--- src/hw/sap_pkg.sv ---
// Constants and types shared by the address protection block.
package sap_pkg;

  // ****************************************************************
  // Address map
  // ****************************************************************
  localparam logic [31:0] ROM_BASE      = 32'h0000_0000;
  localparam logic [31:0] ROM_LAST      = 32'h0001_FFFF;
  localparam logic [31:0] SRAM_APP_BASE = 32'h0800_0000;
  localparam logic [31:0] SRAM_APP_LAST = 32'h0802_BFFF;
  localparam logic [31:0] SRAM_SYS_BASE = 32'h0802_C000;
  localparam logic [31:0] SRAM_SYS_LAST = 32'h0804_7FFF;
  localparam logic [31:0] APP_FL_BASE   = 32'h1000_0000;
  localparam logic [31:0] APP_FL_LAST   = 32'h100C_FFFF;
  localparam logic [31:0] SEC_FL_BASE   = 32'h100D_0000;
  localparam logic [31:0] SEC_FL_LAST   = 32'h100F_FFFF;
  localparam logic [31:0] AUX_FL_BASE   = 32'h1400_0000;
  localparam logic [31:0] AUX_FL_LAST   = 32'h1400_7FFF;
  localparam logic [31:0] SUP_FL_BASE   = 32'h1600_0000;
  localparam logic [31:0] SUP_FL_LAST   = 32'h1600_7FFF;
  localparam logic [31:0] NOMEM_BASE    = 32'h2000_0000;
  localparam logic [31:0] NOMEM_LAST    = 32'h3FFF_FFFF;
  localparam logic [31:0] PERI_BASE     = 32'h4000_0000;
  localparam logic [31:0] PERI_LAST     = 32'h5FFF_FFFF;
  localparam logic [31:0] EXT_BASE      = 32'h6000_0000;
  localparam logic [31:0] EXT_LAST      = 32'h9FFF_FFFF;
  localparam logic [31:0] PPB_BASE      = 32'hE000_0000;
  localparam logic [31:0] PPB_LAST      = 32'hE00F_FFFF;

  // ****************************************************************
  // Geometry
  // ****************************************************************
  localparam int FLASH_LINE_LSB = 4;   // 128-bit flash read word.
  localparam int FLASH_ROW_LSB  = 9;   // 512-byte program row.
  localparam int CACHE_SET_W    = 7;   // 8 KB / 4 ways / 16-byte lines.
  localparam int CACHE_WAYS     = 4;
  localparam int SRAM_BLK_LSB   = 15;  // 32-KB power blocks.
  localparam int SRAM_BLOCKS    = 9;
  localparam int FUSE_BITS      = 1024;
  localparam int CONTEXTS       = 8;
  localparam int MASTERS        = 8;
  localparam logic [2:0] BOOT_CTX = 3'h0;
  localparam logic [2:0] APP_CTX  = 3'h6;

  // ****************************************************************
  // Bus masters and permission field positions
  // ****************************************************************
  localparam logic [2:0] MST_MAIN   = 3'h0;
  localparam logic [2:0] MST_SECOND = 3'h1;
  localparam logic [2:0] MST_DEBUG  = 3'h4;
  localparam int PERM_R = 0;
  localparam int PERM_W = 1;
  localparam int PERM_X = 2;
  localparam int PERM_PRIV_LSB = 3;
  localparam logic [5:0] PERM_RESET = 6'h3F;

  typedef enum logic [3:0] {
    RG_NONE = 4'h0, RG_ROM = 4'h1, RG_SRAM_APP = 4'h2, RG_SRAM_SYS = 4'h3,
    RG_APP_FL = 4'h4, RG_SEC_FL = 4'h5, RG_AUX_FL = 4'h6, RG_SUP_FL = 4'h7,
    RG_PERI = 4'h8, RG_EXT = 4'h9, RG_PPB = 4'hA
  } region_t;

  typedef enum logic [1:0] {
    PM_LP = 2'h0, PM_ULP = 2'h1, PM_DEEPSLEEP = 2'h2, PM_HIBERNATE = 2'h3
  } power_t;

endpackage : sap_pkg

--- src/hw/addr_decode_if.sv ---
// Interface between the protection core and its address decoder.
`timescale 1ns/1ps
interface addr_decode_if;
  logic [31:0]          addr;
  sap_pkg::region_t     region;
  logic                 fetchOk;
  logic [3:0]           sramBlock;

  modport core (output addr, input region, fetchOk, sramBlock);
  modport decoder (input addr, output region, fetchOk, sramBlock);
endinterface : addr_decode_if

--- src/hw/region_decoder.sv ---
// Fixed address map decoder.
`timescale 1ns/1ps
module region_decoder (
  addr_decode_if.decoder dec
);

  function automatic logic inRange(input logic [31:0] a, input logic [31:0] lo,
                                   input logic [31:0] hi);
    inRange = (a >= lo) && (a <= hi);
  endfunction : inRange

  wire hitRom   = inRange(dec.addr, sap_pkg::ROM_BASE, sap_pkg::ROM_LAST);
  wire hitSramA = inRange(dec.addr, sap_pkg::SRAM_APP_BASE, sap_pkg::SRAM_APP_LAST);
  wire hitSramS = inRange(dec.addr, sap_pkg::SRAM_SYS_BASE, sap_pkg::SRAM_SYS_LAST);
  wire hitAppFl = inRange(dec.addr, sap_pkg::APP_FL_BASE, sap_pkg::APP_FL_LAST);
  wire hitSecFl = inRange(dec.addr, sap_pkg::SEC_FL_BASE, sap_pkg::SEC_FL_LAST);
  wire hitAuxFl = inRange(dec.addr, sap_pkg::AUX_FL_BASE, sap_pkg::AUX_FL_LAST);
  wire hitSupFl = inRange(dec.addr, sap_pkg::SUP_FL_BASE, sap_pkg::SUP_FL_LAST);
  wire hitNoMem = inRange(dec.addr, sap_pkg::NOMEM_BASE, sap_pkg::NOMEM_LAST);
  wire hitPeri  = inRange(dec.addr, sap_pkg::PERI_BASE, sap_pkg::PERI_LAST);
  wire hitExt   = inRange(dec.addr, sap_pkg::EXT_BASE, sap_pkg::EXT_LAST);
  wire hitPpb   = inRange(dec.addr, sap_pkg::PPB_BASE, sap_pkg::PPB_LAST);

  // The empty data window decodes to nothing so it is always refused.
  assign dec.region = hitNoMem ? sap_pkg::RG_NONE :
                      hitRom   ? sap_pkg::RG_ROM :
                      hitSramA ? sap_pkg::RG_SRAM_APP :
                      hitSramS ? sap_pkg::RG_SRAM_SYS :
                      hitAppFl ? sap_pkg::RG_APP_FL :
                      hitSecFl ? sap_pkg::RG_SEC_FL :
                      hitAuxFl ? sap_pkg::RG_AUX_FL :
                      hitSupFl ? sap_pkg::RG_SUP_FL :
                      hitPeri  ? sap_pkg::RG_PERI :
                      hitExt   ? sap_pkg::RG_EXT :
                      hitPpb   ? sap_pkg::RG_PPB : sap_pkg::RG_NONE;

  // Peripheral and core-private space never supplies instructions.
  assign dec.fetchOk = !(hitPeri || hitPpb);

  wire [31:0] sramOffset = dec.addr - sap_pkg::SRAM_APP_BASE;
  assign dec.sramBlock = sramOffset[sap_pkg::SRAM_BLK_LSB +: 4];

endmodule : region_decoder

--- src/hw/system_address_protection.sv ---
// Access checking, address decoding, flash, fuse and boot control.
`timescale 1ns/1ps

// How it works
// - Check range, direction, fetch, privilege, security, context
// - Eight contexts, boot in context 0, per-master rights
// - Main processor applications run in context 6
// - Default guard setup, locked from user software
// - Flash reads use 128-bit words
// - Flash programming works on 512-byte rows
// - Flash writes refused in ultra-low-power mode
// - Secure lifecycle locks supervisory flash sector
// - Two 8 KB 4-way caches, one per processor
// - SRAM power and retention per 32-KB block
// - Supervisory ROM fetch: secondary processor, context 0
// - System-function request raises secondary processor NMI
// - 1024 one-time fuses, only 0 to 1
// - ROM boot runs first after every reset
// - Flash boot after validation; failure gives safe state
// - Peripheral space mapped, instruction fetch refused
// - External serial memory mapped, fetch allowed
// - Standard SRAM window holds no memory
// - Application and secured-code flash decode
// - Auxiliary flash sector decode
// - Supervisory flash sector, secured access only
// - Core-private peripheral window per processor
module system_address_protection #(
  parameter int CONTEXTS    = sap_pkg::CONTEXTS,
  parameter int MASTERS     = sap_pkg::MASTERS,
  parameter int SRAM_BLOCKS = sap_pkg::SRAM_BLOCKS,
  parameter int FUSE_BITS   = sap_pkg::FUSE_BITS
) (
  // Clock and reset
  input  wire logic                   clk,
  input  wire logic                   arst_n,
  // Access request from a bus master
  input  wire logic                   reqValid,
  input  wire logic [31:0]            reqAddr,
  input  wire logic                   reqWrite,
  input  wire logic                   reqFetch,
  input  wire logic                   reqPriv,
  input  wire logic                   reqSecure,
  input  wire logic [2:0]             reqContext,
  input  wire logic [2:0]             reqMaster,
  // Access answer
  output logic                        respValid,
  output logic                        respError,
  output sap_pkg::region_t            respRegion,
  output logic                        respCacheSel,
  output logic [6:0]                  respCacheSet,
  output logic [27:0]                 flashLineAddr,
  output logic [22:0]                 flashRowAddr,
  output logic                        flashRowWrite,
  output logic                        ppbLocal,
  // Fault flag
  output logic                        faultFlag,
  output logic [31:0]                 faultAddr,
  input  wire logic                   faultClear,
  // Guard configuration during ROM boot
  input  wire logic                   cfgValid,
  input  wire logic [2:0]             cfgContext,
  input  wire logic [2:0]             cfgMaster,
  input  wire logic [5:0]             cfgPerm,
  // System state
  input  sap_pkg::power_t             powerMode,
  input  wire logic                   lifecycleSecure,
  input  wire logic [SRAM_BLOCKS-1:0] sramPowerReq,
  input  wire logic [SRAM_BLOCKS-1:0] sramRetainReq,
  output logic [SRAM_BLOCKS-1:0]      sramPowered,
  output logic [SRAM_BLOCKS-1:0]      sramRetained,
  // System function requests
  input  wire logic                   sysCallMain,
  input  wire logic                   sysCallSecond,
  input  wire logic                   sysCallDebug,
  output logic                        nmiSecond,
  // Fuse array
  input  wire logic                   fuseProgValid,
  input  wire logic [9:0]             fuseProgIndex,
  input  wire logic [9:0]             fuseReadIndex,
  output logic                        fuseReadBit,
  // Boot sequence
  input  wire logic                   romBootDone,
  input  wire logic                   flashBootValid,
  input  wire logic                   flashBootDone,
  input  wire logic                   appImageValid,
  output logic [4:0]                  bootPhase,
  output logic                        safeState
);

  // ****************************************************************
  // Boot sequencer
  // ****************************************************************
  typedef enum logic [4:0] {
    BT_RESET = 5'b00001,
    BT_ROM   = 5'b00010,
    BT_FLASH = 5'b00100,
    BT_APP   = 5'b01000,
    BT_SAFE  = 5'b10000
  } boot_t;

  boot_t boot;
  boot_t next_boot;

  always_comb begin
    next_boot = boot;
    case (boot)
      BT_RESET: next_boot = BT_ROM;
      BT_ROM: begin
        if (romBootDone) begin
          next_boot = flashBootValid ? BT_FLASH : BT_SAFE;
        end
      end
      BT_FLASH: begin
        if (flashBootDone) begin
          next_boot = appImageValid ? BT_APP : BT_SAFE;
        end
      end
      BT_APP:  next_boot = BT_APP;
      BT_SAFE: next_boot = BT_SAFE;
      default: next_boot = BT_SAFE;
    endcase
  end

  always_ff @(posedge clk or negedge arst_n) begin
    if (!arst_n) begin
      boot <= BT_RESET;
    end else begin
      boot <= next_boot;
    end
  end

  wire inRomBoot = (boot == BT_ROM);
  wire inAppRun  = (boot == BT_APP);

  // ****************************************************************
  // Guard permission table
  // ****************************************************************
  // Each entry holds user read/write/fetch in the low bits and the
  // privileged copy above. Only ROM boot may rewrite it.
  logic [5:0] perm [CONTEXTS][MASTERS];

  wire cfgAccept = cfgValid && inRomBoot;

  generate
    for (genvar c = 0; c < CONTEXTS; c++) begin : g_ctx
      for (genvar m = 0; m < MASTERS; m++) begin : g_mst
        wire hitCfg = cfgAccept && (cfgContext == 3'(c)) && (cfgMaster == 3'(m));
        always_ff @(posedge clk or negedge arst_n) begin
          if (!arst_n) begin
            perm[c][m] <= sap_pkg::PERM_RESET;
          end else if (hitCfg) begin
            perm[c][m] <= cfgPerm;
          end
        end
      end
    end
  endgenerate

  // ****************************************************************
  // Address decode and access checks
  // ****************************************************************
  addr_decode_if dec ();

  assign dec.addr = reqAddr;

  region_decoder u_decoder (
    .dec (dec.decoder)
  );

  wire [5:0] entry  = perm[reqContext][reqMaster];
  wire [2:0] rights = reqPriv ? entry[sap_pkg::PERM_PRIV_LSB +: 3] : entry[2:0];

  wire permOk = reqFetch ? rights[sap_pkg::PERM_X] :
                reqWrite ? rights[sap_pkg::PERM_W] : rights[sap_pkg::PERM_R];

  wire isRom   = (dec.region == sap_pkg::RG_ROM);
  wire isSupFl = (dec.region == sap_pkg::RG_SUP_FL);
  wire isSecFl = (dec.region == sap_pkg::RG_SEC_FL);
  wire isFlash = (dec.region == sap_pkg::RG_APP_FL) || isSecFl ||
                 (dec.region == sap_pkg::RG_AUX_FL) || isSupFl;
  wire isSram  = (dec.region == sap_pkg::RG_SRAM_APP) ||
                 (dec.region == sap_pkg::RG_SRAM_SYS);

  wire unmapped   = (dec.region == sap_pkg::RG_NONE);
  wire fetchBad   = reqFetch && !dec.fetchOk;
  wire romBad     = isRom && reqFetch &&
                    !((reqMaster == sap_pkg::MST_SECOND) &&
                      (reqContext == sap_pkg::BOOT_CTX));
  wire secureBad  = (isSupFl || isSecFl) && !reqSecure;
  wire ulpWrite   = isFlash && reqWrite && (powerMode == sap_pkg::PM_ULP);
  wire lockedSup  = isSupFl && reqWrite && lifecycleSecure;
  wire romWrite   = isRom && reqWrite;
  wire sramOff    = isSram && !sramPowered[dec.sramBlock];
  wire mainCtxBad = inAppRun && (reqMaster == sap_pkg::MST_MAIN) &&
                    (reqContext != sap_pkg::APP_CTX);
  wire bootBad    = !inAppRun && (reqMaster != sap_pkg::MST_SECOND) &&
                    (reqMaster != sap_pkg::MST_DEBUG);

  wire denied = unmapped || !permOk || fetchBad || romBad || secureBad || ulpWrite ||
                lockedSup || romWrite || sramOff || mainCtxBad || bootBad;

  wire isPpb = (dec.region == sap_pkg::RG_PPB);

  // ****************************************************************
  // Access answer
  // ****************************************************************
  always_ff @(posedge clk or negedge arst_n) begin
    if (!arst_n) begin
      respValid  <= 1'b0;
      respError  <= 1'b0;
      respRegion <= sap_pkg::RG_NONE;
    end else begin
      respValid  <= reqValid;
      respError  <= reqValid && denied;
      respRegion <= reqValid ? dec.region : sap_pkg::RG_NONE;
    end
  end

  // Flash lines and cache sets follow the 128-bit word; rows the 512-byte row.
  always_ff @(posedge clk or negedge arst_n) begin
    if (!arst_n) begin
      flashLineAddr <= 28'h000_0000;
      flashRowAddr  <= 23'h00_0000;
      flashRowWrite <= 1'b0;
      respCacheSel  <= 1'b0;
      respCacheSet  <= 7'h00;
      ppbLocal      <= 1'b0;
    end else begin
      flashLineAddr <= reqAddr[31:sap_pkg::FLASH_LINE_LSB];
      flashRowAddr  <= reqAddr[31:sap_pkg::FLASH_ROW_LSB];
      flashRowWrite <= reqValid && isFlash && reqWrite && !denied;
      respCacheSel  <= (reqMaster == sap_pkg::MST_SECOND);
      respCacheSet  <= reqAddr[sap_pkg::FLASH_LINE_LSB +: sap_pkg::CACHE_SET_W];
      ppbLocal      <= reqValid && isPpb && !denied;
    end
  end

  // ****************************************************************
  // Fault flag
  // ****************************************************************
  wire faultEvent = reqValid && denied;

  always_ff @(posedge clk or negedge arst_n) begin
    if (!arst_n) begin
      faultFlag <= 1'b0;
      faultAddr <= 32'h0000_0000;
    end else begin
      faultFlag <= faultEvent || (faultFlag && !faultClear);
      if (faultEvent) begin
        faultAddr <= reqAddr;
      end
    end
  end

  // ****************************************************************
  // SRAM power and retention
  // ****************************************************************
  // Hibernate drops every block; deep sleep keeps only retained ones.
  wire hib   = (powerMode == sap_pkg::PM_HIBERNATE);
  wire dsl   = (powerMode == sap_pkg::PM_DEEPSLEEP);

  always_ff @(posedge clk or negedge arst_n) begin
    if (!arst_n) begin
      sramPowered  <= '0;
      sramRetained <= '0;
    end else begin
      sramPowered  <= hib ? '0 : dsl ? (sramPowerReq & sramRetainReq) : sramPowerReq;
      sramRetained <= hib ? '0 : (sramPowerReq & sramRetainReq);
    end
  end

  // ****************************************************************
  // System function requests
  // ****************************************************************
  always_ff @(posedge clk or negedge arst_n) begin
    if (!arst_n) begin
      nmiSecond <= 1'b0;
    end else begin
      nmiSecond <= sysCallMain || sysCallSecond || sysCallDebug;
    end
  end

  // ****************************************************************
  // One-time fuse array
  // ****************************************************************
  // Reset models an unprogrammed part; a programmed bit only ever sets.
  logic [FUSE_BITS-1:0] fuses;

  always_ff @(posedge clk or negedge arst_n) begin
    if (!arst_n) begin
      fuses <= '0;
    end else if (fuseProgValid) begin
      fuses[fuseProgIndex] <= 1'b1;
    end
  end

  always_ff @(posedge clk or negedge arst_n) begin
    if (!arst_n) begin
      fuseReadBit <= 1'b0;
    end else begin
      fuseReadBit <= fuses[fuseReadIndex];
    end
  end

  // ****************************************************************
  // Boot status outputs
  // ****************************************************************
  always_ff @(posedge clk or negedge arst_n) begin
    if (!arst_n) begin
      bootPhase <= 5'b00001;
      safeState <= 1'b0;
    end else begin
      bootPhase <= next_boot;
      safeState <= (next_boot == BT_SAFE);
    end
  end

endmodule : system_address_protection

--- config.mk ---
export PLATFORM = sky130hd
export DESIGN_NAME = system_address_protection
export DESIGN_NICKNAME = d
export VERILOG_FILES = /design/src/hw/sap_pkg.sv /design/src/hw/addr_decode_if.sv /design/src/hw/region_decoder.sv /design/src/hw/system_address_protection.sv
export SDC_FILE = /design/constraint.sdc
export NUM_CORES = 2
export LEC_CHECK = 0
export ABC_AREA = 1
export BUFFER_PORTS_ARGS = -buffer_cell sky130_fd_sc_hd__buf_2
export CORE_MARGIN = 2
export CORE_UTILIZATION = 25
export DETAILED_ROUTE_END_ITERATION = 10
export PLACE_DENSITY = 0.4
export SETUP_SLACK_MARGIN = 0.2
export SLEW_MARGIN = 20
export SYNTH_ARGS = -nofsm -noshare
export SYNTH_HDL_FRONTEND = slang
export SYNTH_SLANG_ARGS = --single-unit
--- constraint.sdc ---
create_clock -name clk -period 2.4 [get_ports clk]
set_clock_uncertainty 0.15 [all_clocks]
set_input_delay 0.12 -clock clk [delete_from_list [all_inputs] [get_ports clk]]
set_output_delay 0.12 -clock clk [all_outputs]
set_load 0.02 [all_outputs]
Word level (Yosys, flattened, before mapping)

Cells that the tools add are included.

Bits in registers: 1534
Bits of input ports: 108
Output and inout port bits: 126
Word-level logic and storage cells: 322

Reduce and logical (&&, ||, !) cells: 138
Bitwise gates (word level): 4
$lt $le $gt $ge: 28
Muxes and demuxes: 35
Equality and inequality tests: 34
Add/sub/neg operators: 1

Operators with widths:

| kind                  | number |
|---|---|
| $or 1024x1024->1024   | 1 |
| $bmux 48 s3           | 1 |
| $ge 32x29->1 const B  | 4 |
| $le 32x29->1 const B  | 4 |
| $logic_and 1x1->1     | 107 |
| $mux 48               | 2 |
| $ge 32x28->1 const B  | 2 |
| $ge 32x31->1 const B  | 2 |
| $le 32x28->1 const B  | 2 |
| $le 32x32->1 const B  | 2 |
| $mux 4                | 12 |
| $ge 32x1->1 const B   | 1 |
| $ge 32x30->1 const B  | 1 |
| $ge 32x32->1 const B  | 1 |
| $le 32x17->1 const B  | 1 |
| $le 32x30->1 const B  | 1 |
| $le 32x31->1 const B  | 1 |
| $mux 9                | 3 |
| $eq 3x3->1 const B    | 8 |
| $lt 10x11->1 const B  | 2 |
| $mux 5                | 4 |
| $pmux 5 s4            | 1 |
| $logic_or 1x1->1      | 19 |
| $sub 19x1->19 const B | 1 |
| other kinds (30)      | 57 |

Depth between registers and ports, before layout

Depth in word-level cells: 27
Mapped depth: 24

By module

From an unflattened synthesis, not the netlist that was laid out.

Cells, all modules: 7586
Area, all modules: 67098.1 um2

Modules (own cells, without submodules):

| module                    | area each (um2) | instances | cells each |
|---|---|---|---|
| system_address_protection | 66460.0         | 1         | 7452 |
| region_decoder            | 638.1           | 1         | 134 |

Least setup slack after synthesis

OpenSTA, ideal clock, no wires.

Kind: input-to-reg
From: input reqContext[0]
To: register faultAddr[23]
Stages on the path: 20
Required time: 2.133 ns
Arrival: 1.869 ns
Slack: 0.264 ns
Path buffers: 4
Library setup time: 0.117 ns
Cell sequence: buf_4 -> inv_2 -> buf_6 -> buf_2 -> nand2_1 -> nand3_1 -> nand3_1 -> nand3_1 -> nand2_1 -> nor2_1 -> nand2_1 -> nand3_1 -> nand3_1 -> a21oi_1 -> nand3_1 -> nor2_2 -> nand3_4 -> buf_2 -> nand3_1 -> nand2_1

Longest elaborated chain between the ends: 22
Elaborated cells between the ends (all ways): 28
Classes of those cells: eq/ne: 1; mux: 9; bitwise: 1; reduce/logical: 17

RTL lines:

| item                                        | RTL line                         | text |
|---|---|---|
| from (decl)                                 | system_address_protection.sv:43  | `input wire logic [2:0] reqContext,` |
| $not 3->4 (not written as such)             | system_address_protection.sv:170 | `wire [5:0] entry = perm[reqContext][reqMaster];` |
| $bmux 48 s3                                 | system_address_protection.sv:170 |  |
| $mux 48 (not written as such) (2 in series) | system_address_protection.sv:170 |  |
| $bmux 6 s3                                  | system_address_protection.sv:170 |  |
| $mux 6 (not written as such) (2 in series)  | system_address_protection.sv:170 |  |
| $mux 3                                      | system_address_protection.sv:171 | `wire [2:0] rights = reqPriv ? entry[sap_pkg::PERM_PRIV_LSB +: 3] : entry[2:0];` |
| $mux 1                                      | system_address_protection.sv:174 | `reqWrite ? rights[sap_pkg::PERM_W] : rights[sap_pkg::PERM_R];` |
| $mux 1                                      | system_address_protection.sv:173 | `wire permOk = reqFetch ? rights[sap_pkg::PERM_X] :` |
| $logic_not 1->1                             | system_address_protection.sv:199 | `wire denied = unmapped \|\| !permOk \|\| fetchBad \|\| romBad \|\| secureBad \|\| ulpWrite \|\|` |
| $logic_or 1x1->1 (6 in series)              | system_address_protection.sv:199 |  |
| $logic_or 1x1->1 (2 in series)              | system_address_protection.sv:200 | `lockedSup \|\| romWrite \|\| sramOff \|\| mainCtxBad \|\| bootBad;` |
| $logic_or 1x1->1 (*) (2 in series)          | system_address_protection.sv:200 |  |
| $logic_and 1x1->1 (*)                       | system_address_protection.sv:241 | `wire faultEvent = reqValid && denied;` |
| to (signal assigned)                        | system_address_protection.sv:250 | `faultAddr <= reqAddr;` |
| to (decl)                                   | system_address_protection.sv:57  | `output logic [31:0] faultAddr,` |

Every way passes the cells marked *; elsewhere a longest branch is shown, timed or not. The select of a mux whose other input is x is not followed.
A chain may end at the register's enable or synchronous reset.

Worst setup path after layout

From: register perm[335] (netlist bit)
To: register faultAddr[5]

Longest elaborated chain between the ends: 20

RTL lines:

| item                                        | RTL line                         | text |
|---|---|---|
| from (decl)                                 | system_address_protection.sv:140 | `logic [5:0] perm [CONTEXTS][MASTERS];` |
| from (signal, indexed assignment)           | system_address_protection.sv:150 | `perm[c][m] <= sap_pkg::PERM_RESET;` |
| from (signal, indexed assignment)           | system_address_protection.sv:152 | `perm[c][m] <= cfgPerm;` |
| $bmux 48 s3                                 | system_address_protection.sv:170 |  |
| $mux 48 (not written as such) (2 in series) | system_address_protection.sv:170 |  |
| $bmux 6 s3                                  | system_address_protection.sv:170 |  |
| $mux 6 (not written as such) (2 in series)  | system_address_protection.sv:170 |  |
| $mux 3                                      | system_address_protection.sv:171 |  |
| $mux 1                                      | system_address_protection.sv:173 |  |
| $logic_not 1->1                             | system_address_protection.sv:199 |  |
| $logic_or 1x1->1 (6 in series)              | system_address_protection.sv:199 |  |
| $logic_or 1x1->1 (4 in series)              | system_address_protection.sv:200 |  |
| $logic_and 1x1->1                           | system_address_protection.sv:241 |  |

No other way between the ends. The select of a mux whose other input is x is not followed.

==> reports/metrics.yaml <==
route:
  drtAntennaViolNets: 0
  drt_iter0_markers: 4575
  drc: 0
  dr.pass1.iters: 6
  via_per_inst: 4.80
  vias: 55300
  wl_per_cell_um: 22.0
  routed_wl_mm: 254
synthesis:
  synth_top_area_cell: "dfrtp_1"
  synth_area_leaders: "dfrtp_1 42%, dfstp_2 15%, o21ai_0 11%"
  ys_types: 41
  synth_enable_flop_cells: 0
  postSynthCellCount: 7395
  synthArstFlopShare_pct: 100
  yosysTopAreaCellShare_pct: 42.1
  yosys_warnings: 0
  syn-num-nets: 7503
  synth_flop_cell: "dfrtp_1"
  ys_seq_elements: 1504
  netlist_area_mm2: 0.0665
  yosysSeqAreaShare_pct: 57.3
  syn_avg_cell_area_um2: 9.00
timing:
  rsz0062_at_grt: "yes"
  layout_min_cycle_time_ns: 2.65
  finalSetupTns_ns: -7.76
  fmax_mhz: 377
  fin_ws_ns: -0.253
  hold_violations: 0
  final-max-slew-violation-count: 0
  final-setup-viol-count: 36
  whs_ns: 0.0349
  relSlewSlack_pct: 31.8
  period_share_pct: 111
  worst_pin_slew_ns: 1.02
outcome:
  violations: "negative setup slack"
  status: "finished, violations left"
floorplan:
  start_util_pct: 25.1
  num_rows: 189
  die_y_um: 520
  dieArea_mm2: 0.270
  core-area_mm2: 0.265
  die_x_um: 520
  boundaryPins: 234
critical_path:
  path_class: "reg -> reg"
  slowest_stage: "dfstp_2"
  critPathLaunchType: "flop"
  crit_required_ns: 3.01
  r2r-end: "faultAddr[5]"
  path_max_fanout: 6
  ff2ff_setup_slack_ns: -0.25
  max_stage_delay_ns: 0.54
  arrival_ns: 3.26
  crit_chain: "nand2_1 -> nand3_1 -> nand3_1 -> nand3_1 -> nand2_1 -> nor2_2 -> nand2_1 -> nand3_2 -> nand3_2 -> a21oi_2 -> nand3_4 -> nor2_4 -> nand3_4 -> nand2_8 -> clkbuf_16 -> nand2_2 -> nand2_1"
  cp-end-kind: "flop"
  worstReg2RegStart: "perm[335]"
  cp_common_cell: "nand2_1"
  reg2reg_depth: 17
finish:
  multiInputGateArea_mm2: 0.0254
  layout-drive-gt1-share_pct: 21.2
  area_growth_pct: 26.3
  nFillCells: 27500
  nNetsFinal: 7960
  seqCellArea_mm2: 0.0381
  fin_util_pct: 31.7
  layout.cell_area.non_filler_mm2: 0.0840
power_and_ir_drop:
  p_leak_nw: 37.2
  irDropWorstVdd_mv: 0.699
  power.density_mw_per_mm2: 711
clock_network:
  cts_buffer_depth: 3
  clk_latency_ns: 0.85
  htreeDepth: 4
  cts_tree: "done"
  clkSinkCount: 1504
  numCtsBuffers: 180
  cts_root_buf: "clkbuf_16"
  clk_pin_slew_ns: 0.06
placed_design:
  hpwlAfterDp_mm: 152
  dpl_cell_area_mm2: 0.0749
  gp_routability_congestion: 0.812
  io_buffers: 233
grt:
  grt_usage_pct: 18.5
  grt_pass1_wl_mm: 380
  antenna_found_initial: 13
  overflow: 0
  grt_start_max_net_pins: 103
  grt_pass1_vias: 55100
worst_hold_path:
  whs_path_depth: 3
  hp-class: "in -> reg"
  holdPathEnd: "flashLineAddr[14]"
  min_from: "reqAddr[18]"
flow_run:
  maxCapViolCount: 0
==> logic make-up (layout without fill, tap and decap cells) <==
family                 count (synthesis)  count (layout)  synth area share, %
multiplexers                           1               1               0.0150
other                                  1               6              0.00564
AND/OR/NAND/NOR                     2328            2328                 14.5
AO/OA/AOI/OAI                       2514            2514                 21.9
buffers and inverters               1047            1644                 6.31
flip-flops                          1504            1504                 57.3
==> worst max-delay path, delay by kind of cell, from the launching register on <==
kind	cells	cell delay, ns
compound gates	1	0.18
simple gates	15	1.50
buf+inv	1	0.18
flops	1	0.54
==> layer usage <==
metal	wire length, um	share of wire (%)	global-route usage, %
met1	122000	48	26.9
met2	114000	45	28.8
met3	12500	4.9	2.70
met4	4990	2.0	4.08
met5	51	0.020	0
==> worst max-delay path by stage <==
stage	from	endpoint	slack (ns)	cells after the start
5_1_grt	perm[266]	faultAddr[19]	-0.36	17
3_3_place_gp	reqAddr[21]	faultAddr[11]	-0.80	18
6_report	perm[335]	faultAddr[5]	-0.25	17
2_1_floorplan	reqContext[0]	faultAddr[23]	0.26	20
4_1_cts	perm[215]	faultAddr[9]	-0.21	17
3_5_place_dp	reqAddr[21]	faultAddr[11]	-0.82	18
==> area by class of cell <==
| cell class | count | area share, % |
|---|---|---|
| Clock buffer | 273 | 6.28 |
| Multi-Input combinational cell | 4844 | 30.3 |
| Clock inverter | 49 | 0.907 |
| Antenna cell | 5 | 0.0149 |
| Tap cell | 3533 | 5.26 |
| Timing Repair Buffer | 912 | 10.0 |
| Sequential cell | 1504 | 45.4 |
| Inverter | 410 | 1.86 |
==> synthesized netlist by cell type (50+ instances only) <==
| library cell | number |
|---|---|
| nor3_1 | 50 |
| nor2_1 | 329 |
| dfrtp_1 | 1119 |
| o21bai_1 | 766 |
| buf_1 | 79 |
| o21ai_0 | 1422 |
| a21oi_1 | 306 |
| buf_2 | 58 |
| nand2_1 | 1339 |
| inv_1 | 395 |
| clkbuf_1 | 452 |
| nand3_1 | 578 |
| dfstp_2 | 385 |
==> cell usage in the layout, fill, tap and decap left out, types with 183 or more instances in the layout <==
cell,Yosys,layout
buf_2,58,226
inv_1,395,384
nand3_1,578,512
buf_4,44,371
clkbuf_16,0,183
nand2_1,1339,1181
dfstp_2,385,385
nor2_1,329,306
a21oi_1,306,300
dfrtp_1,1119,1119
o21bai_1,766,766
o21ai_0,1422,1284
==> per-stage QoR <==
step	instances	power [mW]	setup WS (ns)
5_1_grt	11500	62.2	-0.365
3_5_place_dp	11000	31.7	-0.817
4_1_cts	11500	60.5	-0.208
2_1_floorplan	7395	28.9	0.264
3_3_place_gp	11000	31.7	-0.804
6_report	11500	59.7	-0.253
==> power by group <==
part / internal, mW / total (mW) / switching (mW) / leakage (nW)
registers: 25.9 / 26.2 / 0.256 / 18.0
clock network: 16.3 / 28.0 / 11.7 / 2.93
logic: 1.94 / 5.56 / 3.62 / 16.3
total: 44.1 / 59.7 / 15.6 / 37.2
==> sequential cells by signal, summed over array words and instances, names as in the netlist <==
name	flops
nmiSecond	1
fuses	1024
respError	1
safeState	1
flashLineAddr	22
sramRetained	9
bootPhase	5
respValid	1
ppbLocal	1
faultAddr	32
respRegion	4
respCacheSet	6
fuseReadBit	1
perm	384
flashRowWrite	1
faultFlag	1
respCacheSel	1
sramPowered	9
==> repair_timing <==
| action | CTS | global route |
|---|---|---|
| hold endpoints to repair | 2288 | 72 |
| setup endpoints to repair | 421 | 433 |
| resized for setup | 130 | 324 |
| hold buffers | 176 | 4 |
| buffers inserted | 0 | 6 |
| cloned | 1 | 3 |
| pin swaps | 1 | 59 |
Note: power is estimated with default switching activity, not from simulation.
